`src/inc/lcis_map.vh`:
```
// Constants for the logic cell input select block: select codes, widths, mode codes.
// Assumes inclusion by bare name from any design file that needs them.
`ifndef LCIS_MAP_VH
`define LCIS_MAP_VH

// ****************************************************************
// Select code field and source count.
// ****************************************************************
`define LCIS_SEL_W        6
`define LCIS_NUM_SRC      36
`define LCIS_SEL_RST      6'h00

// ****************************************************************
// Source index groups inside the 36-wide source bus.
// ****************************************************************
`define LCIS_SRC_PIN0     0
`define LCIS_SRC_CELL0    4
`define LCIS_SRC_CMP0     8
`define LCIS_SRC_MOD      10
`define LCIS_SRC_REFCLK   11
`define LCIS_SRC_CCP0     12
`define LCIS_SRC_PWM0     16
`define LCIS_SRC_SYNC0    18
`define LCIS_SRC_ASYNC0   22
`define LCIS_SRC_TIMER0     24
`define LCIS_SRC_CLK0     28
`define LCIS_SRC_TMR3     32

// ****************************************************************
// Gate enable field, mode field and reset values.
// ****************************************************************
`define LCIS_GLS_W        8
`define LCIS_GLS_RST      8'h00
`define LCIS_MODE_W       3
`define LCIS_MODE_RST     3'h0
`define LCIS_MODE_ANDOR   3'h0
`define LCIS_MODE_ORXOR   3'h1
`define LCIS_MODE_AND4    3'h2
`define LCIS_MODE_SRLAT   3'h3
`define LCIS_MODE_DFFSR   3'h4
`define LCIS_MODE_DFFR    3'h5
`define LCIS_MODE_JKFF    3'h6
`define LCIS_MODE_DLATSR  3'h7

`endif

```
`src/hw/lcis_logic_cell.v`:
```
// Logic cell: four input selects, four data gates, eight logic functions, output polarity.
// Assumes all sources and configuration ports are synchronous to ref_clk.
`timescale 1ns/1ns
`default_nettype none
`include "lcis_map.vh"

// Function
// - Thirty-six sources reduced to four logic lines.
// - Four lines drive one of eight functions.
// - Combinational gates plus latch and flip-flop modes.
// - Select, gate, function, polarity in that order.
// - All stages reconfigurable while running, no reset.
// - Output goes to peripherals and to pin.
// - Four independent multiplexers, 6-bit codes each.
// - Codes 0-11: pins, cells, comparators, modulator, clock.
// - Codes 12-23: compare, PWM, sync, async serial.
// - Codes 24-35: timer events, clocks, more timer events.
// - One select register per multiplexer.
// - Sources: pins, clocks, peripherals, register bits.
// - Disabled cell outputs logic zero.
module lcis_logic_cell #(
    parameter NUM_SRC = `LCIS_NUM_SRC
) (
    input  wire                       ref_clk,
    input  wire                       reset,
    input  wire [3:0]                 pinRoutedInput,
    input  wire [3:0]                 logicCellOutputs,
    input  wire [1:0]                 comparatorOut,
    input  wire                       signalModulatorOut,
    input  wire                       referenceClockOut,
    input  wire [3:0]                 captureCompareOut,
    input  wire [1:0]                 pwmOut,
    input  wire [3:0]                 syncPortLines,
    input  wire [1:0]                 asyncSerialPortOut,
    input  wire [3:0]                 timerEventsLow,
    input  wire [3:0]                 clockSources,
    input  wire [3:0]                 timerEventsHigh,
    input  wire                       selWrite,
    input  wire [1:0]                 selIndex,
    input  wire [`LCIS_SEL_W-1:0]     selData,
    input  wire [4*`LCIS_GLS_W-1:0]   gateEnables,
    input  wire [3:0]                 gatePolarity,
    input  wire [`LCIS_MODE_W-1:0]    modeSelect,
    input  wire                       outputPolarity,
    input  wire                       cellEnable,
    output reg                        cellOut,
    output reg                        cellPinOut,
    output reg  [4*`LCIS_SEL_W-1:0]   inputSelectCodes
);

    // ****************************************************************
    // Source bus and select registers.
    // ****************************************************************

    // All 36 sources packed in code order; register bits arrive as pins here.
    wire [NUM_SRC-1:0] srcBus;
    assign srcBus = {timerEventsHigh, clockSources, timerEventsLow, asyncSerialPortOut,
                     syncPortLines, pwmOut, captureCompareOut, referenceClockOut,
                     signalModulatorOut, comparatorOut, logicCellOutputs,
                     pinRoutedInput};

    reg  [`LCIS_SEL_W-1:0] inputSelectReg [0:3];  // One code per multiplexer.
    wire [3:0]             muxOut;                // Selected data lines.
    reg  [3:0]             gateOut;               // Gated logic lines.
    reg                    funcOut;               // Function output before polarity.
    reg                    stateReg;              // Storage for latch and flip-flop modes.
    reg                    stateNext;             // Next value of the storage.
    reg                    clkPrevReg;            // Previous gate 1 level for edge detect.
    integer                i;                     // Loop index of the select register process.
    integer                j;                     // Loop index of the gate process, kept apart.

    // Select registers are written one at a time and survive a disabled cell.
    always @(posedge ref_clk) begin
        if (reset) begin
            for (i = 0; i < 4; i = i + 1) begin
                inputSelectReg[i] <= `LCIS_SEL_RST;
            end
        end else if (selWrite) begin
            inputSelectReg[selIndex] <= selData;
        end
    end

    // ****************************************************************
    // Input multiplexers.
    // ****************************************************************
    genvar g;
    generate
        for (g = 0; g < 4; g = g + 1) begin : gMux
            lcis_input_mux #(.NUM_SRC(NUM_SRC)) uMux (
                .srcBus  (srcBus),
                .selCode (inputSelectReg[g]),
                .selOut  (muxOut[g])
            );
        end
    endgenerate

    // ****************************************************************
    // Data gates.
    // ****************************************************************

    // Gate: even bits enable inverted input, odd bits true input; OR then polarity.
    function gateEval;
        input [3:0] d;
        input [7:0] en;
        input       pol;
        integer     k;
        reg         acc;
        begin
            acc = 1'b0;
            for (k = 0; k < 4; k = k + 1) begin
                acc = acc | (en[2*k] & ~d[k]) | (en[2*k+1] & d[k]);
            end
            gateEval = acc ^ pol;
        end
    endfunction

    // Each gate sees all four selected lines, after the multiplexers.
    always @* begin
        for (j = 0; j < 4; j = j + 1) begin
            gateOut[j] = gateEval(muxOut, gateEnables[j*8 +: 8], gatePolarity[j]);
        end
    end

    // ****************************************************************
    // Logic function.
    // ****************************************************************

    // Flip-flop modes clock on a rising gate 1 seen in ref_clk; a trade of
    // true asynchronous latching for a single clock domain.
    wire clkRise;
    assign clkRise = gateOut[0] & ~clkPrevReg;

    always @* begin
        funcOut   = 1'b0;
        stateNext = stateReg;
        case (modeSelect)
            `LCIS_MODE_ANDOR: funcOut = (gateOut[0] & gateOut[1]) | (gateOut[2] & gateOut[3]);
            `LCIS_MODE_ORXOR: funcOut = (gateOut[0] | gateOut[1]) ^ (gateOut[2] | gateOut[3]);
            `LCIS_MODE_AND4: funcOut = &gateOut;
            `LCIS_MODE_SRLAT: begin
                if (gateOut[2] | gateOut[3]) begin
                    stateNext = 1'b0;
                end else if (gateOut[0] | gateOut[1]) begin
                    stateNext = 1'b1;
                end
                funcOut = stateNext;
            end
            `LCIS_MODE_DFFSR: begin
                if (gateOut[2]) begin
                    stateNext = 1'b0;
                end else if (gateOut[3]) begin
                    stateNext = 1'b1;
                end else if (clkRise) begin
                    stateNext = gateOut[1];
                end
                funcOut = stateReg;
            end
            `LCIS_MODE_DFFR: begin
                if (gateOut[2]) begin
                    stateNext = 1'b0;
                end else if (clkRise) begin
                    stateNext = gateOut[1] | gateOut[3];
                end
                funcOut = stateReg;
            end
            `LCIS_MODE_JKFF: begin
                if (gateOut[2]) begin
                    stateNext = 1'b0;
                end else if (clkRise) begin
                    stateNext = (gateOut[1] & ~stateReg) | (~gateOut[3] & stateReg);
                end
                funcOut = stateReg;
            end
            `LCIS_MODE_DLATSR: begin
                if (gateOut[2]) begin
                    stateNext = 1'b0;
                end else if (gateOut[3]) begin
                    stateNext = 1'b1;
                end else if (~gateOut[0]) begin
                    stateNext = gateOut[1];
                end
                funcOut = stateNext;
            end
            default: funcOut = 1'b0;
        endcase
    end

    // ****************************************************************
    // Storage, polarity and outputs.
    // ****************************************************************

    // Disabled cell clears storage and drives zero on both output copies.
    always @(posedge ref_clk) begin
        if (reset) begin
            stateReg         <= 1'b0;
            clkPrevReg       <= 1'b0;
            cellOut          <= 1'b0;
            cellPinOut       <= 1'b0;
            inputSelectCodes <= {4*`LCIS_SEL_W{1'b0}};
        end else begin
            clkPrevReg       <= gateOut[0];
            inputSelectCodes <= {inputSelectReg[3], inputSelectReg[2],
                                 inputSelectReg[1], inputSelectReg[0]};
            if (!cellEnable) begin
                stateReg   <= 1'b0;
                cellOut    <= 1'b0;
                cellPinOut <= 1'b0;
            end else begin
                stateReg   <= stateNext;
                cellOut    <= funcOut ^ outputPolarity;
                cellPinOut <= funcOut ^ outputPolarity;
            end
        end
    end

endmodule // lcis_logic_cell
`default_nettype wire

```
`src/hw/lcis_input_mux.v`:
```
// One input multiplexer of the logic cell: picks one of 36 sources by a 6-bit code.
// Assumes the source bus is synchronous to ref_clk and the code is held by the caller.
`timescale 1ns/1ns
`default_nettype none
`include "lcis_map.vh"

module lcis_input_mux #(
    parameter NUM_SRC = `LCIS_NUM_SRC
) (
    input  wire [NUM_SRC-1:0]         srcBus,
    input  wire [`LCIS_SEL_W-1:0]     selCode,
    output reg                        selOut
);

    // ****************************************************************
    // Selection.
    // ****************************************************************

    // Codes past the last source have no signal, so they give a steady zero.
    always @* begin
        selOut = 1'b0;
        if (selCode < NUM_SRC) begin
            selOut = srcBus[selCode];
        end
    end

endmodule // lcis_input_mux
`default_nettype wire

```
`config.mk`:
```
export PLATFORM = sky130hd
export DESIGN_NAME = lcis_logic_cell
export DESIGN_NICKNAME = d
export VERILOG_FILES = /design/src/hw/lcis_logic_cell.v /design/src/hw/lcis_input_mux.v
export VERILOG_INCLUDE_DIRS = /design/src /design/src/inc
export SDC_FILE = /design/constraint.sdc
export NUM_CORES = 1
export LEC_CHECK = 0
export BUFFER_PORTS_ARGS = -buffer_cell sky130_fd_sc_hd__buf_2
export CAP_MARGIN = 0
export CORE_MARGIN = 8
export CORE_UTILIZATION = 58
export DETAILED_ROUTE_END_ITERATION = 8
export GPL_ROUTABILITY_DRIVEN = 0
export PLACE_DENSITY = 0.95
export SYNTH_ARGS = -nofsm -noshare
export SYNTH_HDL_FRONTEND = slang
export SYNTH_SLANG_ARGS = --single-unit
```
`constraint.sdc`:
```
create_clock -name ref_clk -period 4.91 [get_ports ref_clk]
set_input_delay 0 -clock ref_clk [delete_from_list [all_inputs] [get_ports ref_clk]]
set_output_delay 0 -clock ref_clk [all_outputs]
set_load 0.01 [all_outputs]
```
Word level (Yosys, flattened, before mapping)
Memory sizes are Yosys's and may differ from the RTL's.
Cells that the tools add are included.
- flip-flop bits (word level): 27
- bits in writable memories: 24
- bits of input ports: 88
- output and inout port bits: 26
- logic and storage cells: 148
- memories: 1
- memory list (name ; words ; bits a word ; rd ports ; clocked after Yosys merged registers in ; write ports ; RTL line ; text):
    inputSelectReg ; 4 ; 6 ; 4 ; 0 ; 4 ; lcis_logic_cell.v:62 ; reg [`LCIS_SEL_W-1:0] inputSelectReg [0:3];
- order comparisons: 8
- equal/unequal tests: 10
- mux-type cells: 34
- bitwise logic cells: 84
- reductions and logical operators: 7
- operators by type and width (kind ; count):
    $and 1x1->1 ; 37
    $or 1x1->1 ; 33
    $lt 6x7->1 const B ; 4
    $mux 1 ; 26
    $bmux 1 s6 ; 4
    $lt 6x6->1 const B ; 4
    $eq 3x3->1 const B ; 4
    $not 1->1 ; 8
    $reduce_and 4->1 ; 2
    $eq 3x2->1 const B ; 2
    $mux 6 ; 1
    $ne 3x3->1 const B ; 2
    $pmux 1 s6 ; 1
    $reduce_or 6->1 ; 1
    $xor 1x1->1 ; 6
    $pmux 1 s5 ; 1
    $reduce_bool 5->1 ; 1
    $ne 4x4->1 const B ; 1
    $eq 3x1->1 const B ; 1
    $logic_not 3->1 ; 1
    $reduce_or 3->1 ; 1
    $mux 2 ; 1
    $reduce_or 2->1 ; 1

Longest topological paths before layout
Gate-level depths: netlist (run 1).
An unclocked memory read counts as a cell.
- word-level depth: 20
- gate-level depth with buffers: 14
- gate-level depth less buffers: 12

By module
From an unflattened synthesis (run 1), not the netlist that was laid out.
- cells, all modules: 308
- area, all modules: 3609.7 um^2
- modules (own cells, without submodules) (module ; instances ; cells an instance ; area an instance (um^2) ; seq. area each (um^2)):
    lcis_logic_cell ; 1 ; 188 ; 2218.4 ; 1261.2
    lcis_input_mux ; 4 ; 30 ; 347.8 ; 0.0

Worst setup path before layout (run 1)
Ideal clock, no wire load.
- path type: register to register
- from: memory inputSelectReg[1][0] (netlist bit)
- to: register stateReg
- setup time: 0.103 ns
- data arrival time: 3.252 ns
- required time: 4.807 ns
- setup slack: 1.555 ns
- stages on the path, launching flop included: 13
- clock period less this slack: 3.355 ns
- cell sequence: edfxtp_1 mux4_2 nor3b_1 a211oi_2 or2_0 buf_2 a21oi_1 mux2_1 o31a_1 or2_1 o211a_1 o21a_1 a2111oi_2
- RTL lines (element ; RTL line ; text):
    start: declaration ; lcis_logic_cell.v:62 ;
    end signal: assignment ; lcis_logic_cell.v:209 ; stateReg <= stateNext;
    end: declaration ; lcis_logic_cell.v:66 ; reg stateReg;

==> impl_metrics.env, run 1 <==
export IMPL_worstMarginPinSlew_ns=0.722
export IMPL_cpLargestDelayFamily="compound AO/OA/AOI/OAI gates"
export IMPL_dp_hpwl_mm=10.0
export IMPL_clock_latency_ns=0.31
export IMPL_drc_errors=0
export IMPL_cts_sinks=51
export IMPL_synth_cell_types=84
export IMPL_finalCritPeriodShare_pct=82.6
export IMPL_skew_ns=0.00474
export IMPL_drive_gt1_share_pct=34.5
export IMPL_setup_tns_ns=0
export IMPL_cp_max_fo=13
export IMPL_synth_cells=404
export IMPL_synth_nets=492
export IMPL_cts_path_max_buffers=2
export IMPL_max_freq_ghz=0.247
export IMPL_area_delta_synth_final_pct=17.8
export IMPL_netlist_area_sq_um=4070
export IMPL_fin_crit_ns=4.06
export IMPL_synthAdderAreaFrac_pct=0
export IMPL_synth_avg_cell_area_sq_um=10.1
export IMPL_synth_ff_type="dfxtp_1"
export IMPL_status="finished clean"
export IMPL_hp_class="in -> reg"
export IMPL_synth_area_leaders="edfxtp_1 18%, dfxtp_1 13%, mux4_2 8.3%"
export IMPL_synth_compound_area_share_pct=17.7
export IMPL_crit_buf_inv=0
export IMPL_synth_largest_area_cell="edfxtp_1"
export IMPL_muxShareOfSynthArea_pct=22.9
export IMPL_peakVddDrop_mv=0.179
export IMPL_arrival_ns=4.26
export IMPL_drt_total_wl_mm=12.7
export IMPL_drtIter0Drc=520
export IMPL_fin_ws_ns=0.853
export IMPL_initial_core_util_pct=59.9
export IMPL_cap_violations=0
export IMPL_ctsHtreeMaxLevel=2
export IMPL_ys_ff_latch=51
export IMPL_cts_made_buffers=5
export IMPL_grt_use_total_pct=24.8
export IMPL_clk_pin_slew_ns=0.09
export IMPL_clockRootBuffer="clkbuf_8"
export IMPL_max_slew_margin_pct=51.8
export IMPL_vias=3992
export IMPL_power_density_nw_per_um2=259
export IMPL_n_antenna_cell=0
export IMPL_synth_commonest_cells="33 x mux2i_1, 29 x and2_1, 27 x dfxtp_1"
export IMPL_vias_per_cell=6.59
export IMPL_placed_cell_area_sq_um=4630
export IMPL_grt_overflow=0
export IMPL_worstSetupPathType="reg -> reg"
export IMPL_grt_pass1_vias=3951
export IMPL_drt_pass1_iterations=6
export IMPL_rows=30
export IMPL_tritoncts="done"
export IMPL_grt_max_degree=35
export IMPL_crit_required_ns=5.11
export IMPL_crit_path_cell_trace="mux4_2 -> or2_0 -> a31oi_1 -> nand2b_1 -> a21oi_1 -> mux2_1 -> nor4_1 -> or2_1 -> o211a_1 -> o21a_1 -> nor3_1 -> a2111oi_2"
export IMPL_leakage_nw=1.99
export IMPL_finalHoldViolations=0
export IMPL_final_nets=597
export IMPL_synth_xor_area_share_pct=0
export IMPL_holdWs_ns=0.00933
export IMPL_slowest_delay_ns=0.74
export IMPL_dieArea_sq_um=9960
export IMPL_antenna_found_initial=0
export IMPL_synth_edf_count=24
export IMPL_rsz0062_at_grt="false"
export IMPL_yosys_warnings=0
export IMPL_startpoint_type="flop"
export IMPL_nFillCells=472
export IMPL_coreArea_sq_um=6790
export IMPL_synth_top_family_by_area="simple AND/OR/NAND/NOR gates"
export IMPL_wire_per_inst_um=20.9
export IMPL_seq_area_frac_synth_pct=31.0
export IMPL_synth_most_common_cell="mux2i_1"
export IMPL_maxSlewViolCount=0
export IMPL_die_w_um=99.8
export IMPL_port_buffers=113
export IMPL_drtAntennaViolNets=0
export IMPL_dieHeight_um=99.8
export IMPL_synth_top_area_share_pct=17.7
export IMPL_fin_area_sq_um=4800
export IMPL_synthSimpleGateAreaFrac_pct=23.9
export IMPL_worst_path_max_delay_cell="edfxtp_1"
export IMPL_place_ws_ns=0.963
export IMPL_ioPinCount=114
export IMPL_setup_viol=0
export IMPL_endpoint_kind="flop"
export IMPL_async_reset_ff_share_pct=0
export IMPL_grt_pass1_wl_mm=19.7
[path summary, 6_finish.rpt]
path / to / slack [ns] / startpoint / cells past startpoint
max: stateReg$_SDFFE_PP0P_ / 0.85 / inputSelectReg[1][1]$_SDFFCE_PN0P_ / 12
min: inputSelectReg[3][5]$_DFFE_PP_ / 0.009 / selData[5] / 2
max reg2reg: stateReg$_SDFFE_PP0P_ / 0.85 / inputSelectReg[1][1]$_SDFFCE_PN0P_ / 12
min reg2reg: inputSelectCodes[16]$_SDFF_PP0_ / 0.60 / inputSelectReg[2][4]$_SDFFCE_PN0P_ / 2
[power by group]
part	switching, mW	leakage [nW]	internal (mW)
Sequential	0.0489	0.459	0.476
Combinational	0.195	1.47	0.180
Clock	0.140	0.0654	0.204
[metrics by stage]
stage	util, %	cells	power (mW)
floorplan	-	404	0.775
global placement	68.1	594	0.877
detailed placement	68.1	594	0.894
CTS	70.6	606	1.24
global route	70.6	606	1.29
finish	70.6	606	1.24
[sequential cells by signal (all words and copies together) (netlist names)]
register          cells
cellPinOut            1
clkPrevReg            1
inputSelectCodes     24
inputSelectReg       24
stateReg              1
[cell type report]
| class | count | area (sq um) | area share [%] |
|---|---|---|---|
| multi-input combinational | 320 | 2630 | 54.7 |
| sequential | 51 | 1260 | 26.3 |
| timing repair buffer | 117 | 606 | 12.6 |
| tap | 96 | 120 | 2.50 |
| clock buffer | 6 | 72.6 | 1.51 |
| clock inverter | 2 | 60.1 | 1.25 |
| inverter | 14 | 52.6 | 1.09 |
[per-layer routing]
metal | vias to the layer above | share of wire [%] | GRT usage, % | routed length, um
met5 | - | 0 | 0 | 0
met1 | 1835 | 35 | 27.5 | 4490
met4 | 0 | 4.6 | 14.1 | 582
li1 | 1770 | - | - | -
met2 | 314 | 48 | 41.4 | 6030
met3 | 73 | 12 | 7.68 | 1550
[placed cells by master (no fill, tap or decap), types with 3 or more instances in the layout]
master           n
and2_1          29
nor3_1           9
o211a_1          3
or3_1            3
nor2_1          21
nor4b_1          4
a22oi_1          5
dlygate4sd3_1    4
nand2b_1         4
mux2_2          13
mux2i_1         33
o22ai_1          7
nand4_1          4
inv_1           14
o2111ai_1        4
edfxtp_1        24
clkbuf_8         5
o211ai_1         7
mux4_1           4
mux4_2          15
a21oi_1          7
nand2_1         25
or2_2            4
nor3b_1          4
a31oi_1          5
o21ai_0          4
nor2b_1         24
o31ai_1          4
nand3_1         11
dfxtp_1         27
buf_2          113
[kinds of logic after synthesis]
family	after synthesis
AO/OA/AOI/OAI	87
buffers and inverters	33
flip-flops	51
multiplexers	66
AND/OR/NAND/NOR	167
[worst register-to-register path, cell delays in order (launching register included)]
cell       delay [ns]
edfxtp_1         0.74
mux4_2           0.58
or2_0            0.21
a31oi_1          0.29
nand2b_1         0.18
a21oi_1          0.19
mux2_1           0.36
nor4_1           0.43
or2_1            0.20
o211a_1          0.16
o21a_1           0.15
nor3_1           0.09
a2111oi_2        0.36
[what timing repair did]
item,CTS,global route
buffers inserted,0,0
endpoints found under the hold margin,4,0
hold buffers,4,0
resized for setup,0,0
setup endpoints to repair,0,0
(Power assumes the default switching activity.)
==> run 2, diff against run 1 <==
ABC_AREA = 1   (was default)
CORE_UTILIZATION = 48   (was 58)
PLACE_DENSITY = 0.88   (was 0.95)
clock period = 3.57 ns   (was 4.91 ns; I/O delays follow)
==> impl_metrics.env, run 2 <==
export IMPL_regToRegStartpoint="inputSelectReg[2][0]$_SDFFCE_PN0P_"
export IMPL_seq_area_frac_synth_pct=33.0
export IMPL_ys_ff_latch=51
export IMPL_highest_layer="met4"
export IMPL_vias=4504
export IMPL_hp_class="in -> reg"
export IMPL_crit_required_ns=3.79
export IMPL_skew_ns=0.00593
export IMPL_r2r_slack_ns=0.44
export IMPL_clockRootBuffer="clkbuf_8"
export IMPL_dp_hpwl_mm=9.75
export IMPL_holdBufCountCts=2
export IMPL_cts_made_buffers=5
export IMPL_tritoncts="done"
export IMPL_coreArea_sq_um=7730
export IMPL_grt_use_total_pct=21.6
export IMPL_endpoint_kind="flop"
export IMPL_hp_start="gatePolarity[0]"
export IMPL_synth_area_leaders="edfxtp_1 19%, nand2_1 18%, dfxtp_1 14%"
export IMPL_mostFrequentLayoutCells="184 x nand2_1, 113 x buf_2, 98 x nand3_1"
export IMPL_antenna_found_initial=0
export IMPL_synth_ff_type="dfxtp_1"
export IMPL_async_reset_ff_share_pct=0
export IMPL_synth_top_area_share_pct=18.8
export IMPL_cts_setup_buffers=0
export IMPL_final_nets=812
export IMPL_status="finished clean"
export IMPL_synth_edf_count=24
export IMPL_holdWs_ns=0.0198
export IMPL_finalCritPeriodShare_pct=87.7
export IMPL_grt_pass1_vias=4456
export IMPL_area_delta_synth_final_pct=18.2
export IMPL_crit_cells=25
export IMPL_dieArea_sq_um=11100
export IMPL_yosys_warnings=0
export IMPL_port_buffers=113
export IMPL_fin_area_sq_um=4520
export IMPL_synth_cell_types=28
export IMPL_finalHoldViolations=0
export IMPL_wire_per_inst_um=14.7
export IMPL_clock_latency_ns=0.31
export IMPL_slowest_delay_ns=0.84
export IMPL_synth_commonest_cells="184 x nand2_1, 98 x nand3_1, 81 x nor2_1"
export IMPL_vias_per_cell=5.45
export IMPL_synth_nets=708
export IMPL_cts_sinks=51
export IMPL_ctsHtreeMaxLevel=2
export IMPL_synth_cells=620
export IMPL_max_slew_margin_pct=41.0
export IMPL_layout_commonest_cell="nand2_1"
export IMPL_cts_resized_gates=0
export IMPL_rows=32
export IMPL_worstMarginPinSlew_ns=0.878
export IMPL_hold_path_depth=4
export IMPL_wl_met1_mm=4.61
export IMPL_setup_viol=0
export IMPL_dieHeight_um=105
export IMPL_nFillCells=723
export IMPL_grt_pass1_wl_mm=20.3
export IMPL_synth_largest_area_cell="edfxtp_1"
export IMPL_leakage_nw=2.42
export IMPL_place_ws_ns=0.564
export IMPL_power_density_nw_per_um2=339
export IMPL_crit_buf_inv=2
export IMPL_grt_max_degree=31
export IMPL_rr_worst_depth=25
export IMPL_startpoint_type="flop"
export IMPL_fin_crit_ns=3.13
export IMPL_cp_max_fo=24
export IMPL_cpLargestDelayFamily="simple AND/OR/NAND/NOR gates"
export IMPL_maxSlewViolCount=0
export IMPL_initial_core_util_pct=49.5
export IMPL_drt_pass1_iterations=6
export IMPL_rsz0062_at_grt="false"
export IMPL_worst_path_max_delay_cell="edfxtp_1"
export IMPL_peakVddDrop_mv=0.243
export IMPL_top_regs="inputSelectCodes (24), inputSelectReg (24)"
export IMPL_hold_path_endpoint="clkPrevReg$_SDFF_PP0_"
export IMPL_fin_ws_ns=0.441
export IMPL_drt_total_wl_mm=12.2
export IMPL_r2r_end="cellPinOut$_SDFF_PP0_"
export IMPL_placed_cell_area_sq_um=4410
export IMPL_ioPinCount=114
export IMPL_worstSetupPathType="reg -> reg"
export IMPL_drtAntennaViolNets=0
export IMPL_clk_pin_slew_ns=0.10
export IMPL_synth_avg_cell_area_sq_um=6.17
export IMPL_drive_gt1_share_pct=20.8
export IMPL_grt_overflow=0
export IMPL_wl_met2_mm=5.93
export IMPL_die_w_um=105
export IMPL_drtIter0Drc=540
export IMPL_max_freq_ghz=0.320
export IMPL_synth_most_common_cell="nand2_1"
export IMPL_n_antenna_cell=0
export IMPL_cts_path_max_buffers=2
export IMPL_setup_tns_ns=0
export IMPL_cap_violations=0
export IMPL_drc_errors=0
export IMPL_arrival_ns=3.35
export IMPL_finalPower_mw=1.53
export IMPL_netlist_area_sq_um=3830
export IMPL_cpMostUsedCell="nand2_1"
export IMPL_routed_wl_met3_mm=1.07
[run 2: cell count changes after synthesis, moves of 24 or more]
cell / previous run / this run
nor2_1: 21 / 81
nor2b_1: 24 / 0
nand3_1: 11 / 98
nand2_1: 25 / 184
inv_1: 14 / 77
mux2i_1: 33 / 0
and2_1: 29 / 0
[run 2: cells by family after synthesis]
| group | after synthesis | share of synthesized area, % |
|---|---|---|
| and+or+nand+nor | 395 | 45.1 |
| buffers and inverters | 107 | 11.9 |
| AOI/OAI and AO/OA | 67 | 10.1 |
| DFF | 51 | 33.0 |
[run 2: worst register-to-register path: cells and delay by family, from the launching register on]
kind,cells,cell delay (ns)
buffers and inverters,2,0.31
AND/OR/NAND/NOR,23,1.88
flip-flops,1,0.84
[run 2: worst max path at each step]
stage	from	to
finish	inputSelectReg[2][0]$_SDFFCE_PN0P_	cellPinOut$_SDFF_PP0_
detailed placement	inputSelectReg[2][0]$_SDFFCE_PN0P_	cellPinOut$_SDFF_PP0_
CTS	inputSelectReg[2][0]$_SDFFCE_PN0P_	cellPinOut$_SDFF_PP0_
global placement	inputSelectReg[2][0]$_SDFFCE_PN0P_	cellPinOut$_SDFF_PP0_
global route	inputSelectReg[2][0]$_SDFFCE_PN0P_	cellPinOut$_SDFF_PP0_
floorplan	inputSelectReg[3][0]$_DFFE_PP_	cellPinOut$_SDFF_PP0_
[run 2: metrics by stage]
stage | instances | utilization (%)
after floorplan | 620 | -
after global placement | 817 | 57.1
after detailed placement | 817 | 57.1
after CTS | 827 | 58.5
after global routing | 827 | 58.5
final | 827 | 58.5
[run 2: cell type report]
| class | instances | area (sq um) | share of cell area, % |
|---|---|---|---|
| Clock buffer | 5 | 68.8 | 1.52 |
| Clock inverter | 3 | 23.8 | 0.526 |
| Inverter | 86 | 323 | 7.14 |
| Multi-Input combinational cell | 462 | 2110 | 46.7 |
| Sequential cell | 51 | 1260 | 27.9 |
| Tap cell | 102 | 128 | 2.82 |
| Timing Repair Buffer | 118 | 608 | 13.4 |
[run 2: layer usage]
metal / global-route usage [%] / vias up
met4: 10.8 / 0
met3: 4.02 / 65
met1: 24.7 / 1966
met2: 37.8 / 275
li1: - / 2198
met5: 0 / -
[run 2: where the power goes]
part | internal, mW | total, mW | switching, mW
Clock | 0.142 | 0.355 | 0.213
Combinational | 0.175 | 0.484 | 0.309
Sequential | 0.654 | 0.696 | 0.0422
Total | 0.971 | 1.53 | 0.564
==> run 3, diff against run 2 <==
ABC_AREA = default   (was 1)
PLACE_DENSITY = 0.87   (was 0.88)
REMOVE_ABC_BUFFERS = 1   (was default)
==> impl_metrics.env, run 3 (synthesis gave the netlist of run 1 again) <==
export IMPL_setup_viol=2
export IMPL_cap_violations=0
export IMPL_grt_overflow=0
export IMPL_ioPinCount=114
export IMPL_dp_hpwl_mm=10.6
export IMPL_utilization_pct=64.4
export IMPL_ctsHtreeMaxLevel=2
export IMPL_max_freq_ghz=0.267
export IMPL_nFillCells=647
export IMPL_wl_met2_mm=6.68
export IMPL_drc_errors=0
export IMPL_dieHeight_um=108
export IMPL_crit_required_ns=3.83
export IMPL_final_nets=638
export IMPL_finalCritPeriodShare_pct=105
export IMPL_hp_class="in -> reg"
export IMPL_tritoncts="done"
export IMPL_holdWs_ns=0.00837
export IMPL_fin_crit_ns=3.75
export IMPL_drtAntennaViolNets=0
export IMPL_die_w_um=108
export IMPL_fin_ws_ns=-0.175
export IMPL_top_regs="inputSelectCodes (24), inputSelectReg (24)"
export IMPL_skew_ns=0.0148
export IMPL_clk_pin_slew_ns=0.11
export IMPL_drt_total_wl_mm=14.0
export IMPL_worstSetupPathType="reg -> reg"
export IMPL_status="finished with violations"
export IMPL_drt_pass1_iterations=5
export IMPL_startpoint_type="flop"
export IMPL_port_buffers=113
export IMPL_routed_wl_met3_mm=1.64
export IMPL_initial_core_util_pct=49.6
export IMPL_grt_pass1_wl_mm=20.8
export IMPL_rows=33
export IMPL_maxSlewViolCount=0
export IMPL_rsz0062_at_grt="true"
export IMPL_arrival_ns=4.01
export IMPL_worstMarginPinSlew_ns=0.684
export IMPL_setup_tns_ns=-0.343
export IMPL_peakVddDrop_mv=0.201
export IMPL_violations="negative setup slack"
export IMPL_grt_use_total_pct=22.6
export IMPL_mostFrequentLayoutCells="114 x buf_2, 36 x buf_4, 32 x mux2i_1"
export IMPL_area_delta_synth_final_pct=29.9
export IMPL_max_slew_margin_pct=54.4
export IMPL_antenna_found_initial=0
export IMPL_place_ws_ns=-0.176
export IMPL_drtIter0Drc=410
export IMPL_grt_max_degree=35
export IMPL_clock_latency_ns=0.33
export IMPL_finalHoldViolations=0
export IMPL_drive_gt1_share_pct=44.6
export IMPL_coreArea_sq_um=8220
export IMPL_clockRootBuffer="clkbuf_8"
export IMPL_vias_per_cell=6.42
export IMPL_layout_commonest_cell="buf_2"
export IMPL_cts_sinks=51
export IMPL_leakage_nw=2.23
export IMPL_wl_met1_mm=4.99
export IMPL_wire_per_inst_um=21.4
export IMPL_vias=4214
export IMPL_n_antenna_cell=0
export IMPL_finalPower_mw=1.74
export IMPL_dieArea_sq_um=11700
export IMPL_cp_max_fo=6
export IMPL_grt_pass1_vias=4137
export IMPL_endpoint_kind="flop"
export IMPL_highest_layer="met4"
export IMPL_cts_made_buffers=5
export IMPL_power_density_nw_per_um2=329
export IMPL_cts_path_max_buffers=2
-- run 3: changes by cell type in the layout (fill, tap and decap cells not counted), sizes merged, moves of 22 or more --
| cell | delta |
|---|---|
| and2 | +30 |
| buf | +38 |
| inv | -71 |
| mux2i | +33 |
| nand2 | -166 |
| nand3 | -91 |
| nor2 | -65 |
| nor2b | +25 |
| o21ai | -22 |
-- run 3: area by class of cell --
type | instances | area (sq um) | area share, %
clock buffers | 6 | 72.6 | 1.37
clock inverters | 2 | 16.3 | 0.308
inverters | 14 | 52.6 | 0.994
multi-input cells | 320 | 2820 | 53.3
flip-flops and latches | 51 | 1260 | 23.8
well taps | 105 | 131 | 2.48
repair buffers | 158 | 935 | 17.7
-- run 3: timing repair --
action,4_1_cts,5_1_grt
pin swaps,1,22
endpoints found under the hold margin,7,0
hold buffers,4,0
cloned,0,1
resized for setup,11,30
setup endpoints to repair,2,2
buffers inserted,4,8
-- run 3: metrics by stage --
| step | instance area [sq um] | cells |
|---|---|---|
| final | 5290 | 656 |
| after global routing | 5290 | 656 |
| after CTS | 5060 | 647 |
| after detailed placement | 4860 | 631 |
| after global placement | 4860 | 631 |
| after floorplan | 3940 | 385 |
-- run 3: worst max-delay path: stages (launching register included) --
cell and delay, ns:
edfxtp_1 0.59, mux4_2 0.56, o2111ai_1 0.25, o211ai_1 0.28, buf_4 0.25, a31oi_4 0.19
o2111ai_2 0.18, o31a_1 0.39, nor4_2 0.24, a21boi_0 0.14, o22a_1 0.22, o22ai_2 0.17
mux2i_1 0.22
-- run 3: worst paths after layout --
| path | slack [ns] | cells after the start | from | endpoint |
|---|---|---|---|---|
| setup reg to reg | -0.18 | 12 | inputSelectReg[3][0]$_DFFE_PP_ | cellPinOut$_SDFF_PP0_ |
| hold / removal | 0.008 | 2 | selData[1] | inputSelectReg[2][1]$_SDFFCE_PN0P_ |
| hold reg to reg | 0.60 | 1 | inputSelectReg[2][5]$_SDFFCE_PN0P_ | inputSelectCodes[17]$_SDFF_PP0_ |
| setup / recovery | -0.18 | 12 | inputSelectReg[3][0]$_DFFE_PP_ | cellPinOut$_SDFF_PP0_ |
-- run 3: report_power, final --
part / internal [mW] / total, mW / switching (mW)
sequential: 0.654 / 0.699 / 0.0446
clock: 0.142 / 0.369 / 0.227
combinational: 0.327 / 0.675 / 0.348
-- run 3: layer usage --
layer	vias to the layer above	track usage (%)
met5	-	0
met4	0	11.4
met3	86	5.83
met2	327	38.4
met1	1942	25.8
li1	1859	-
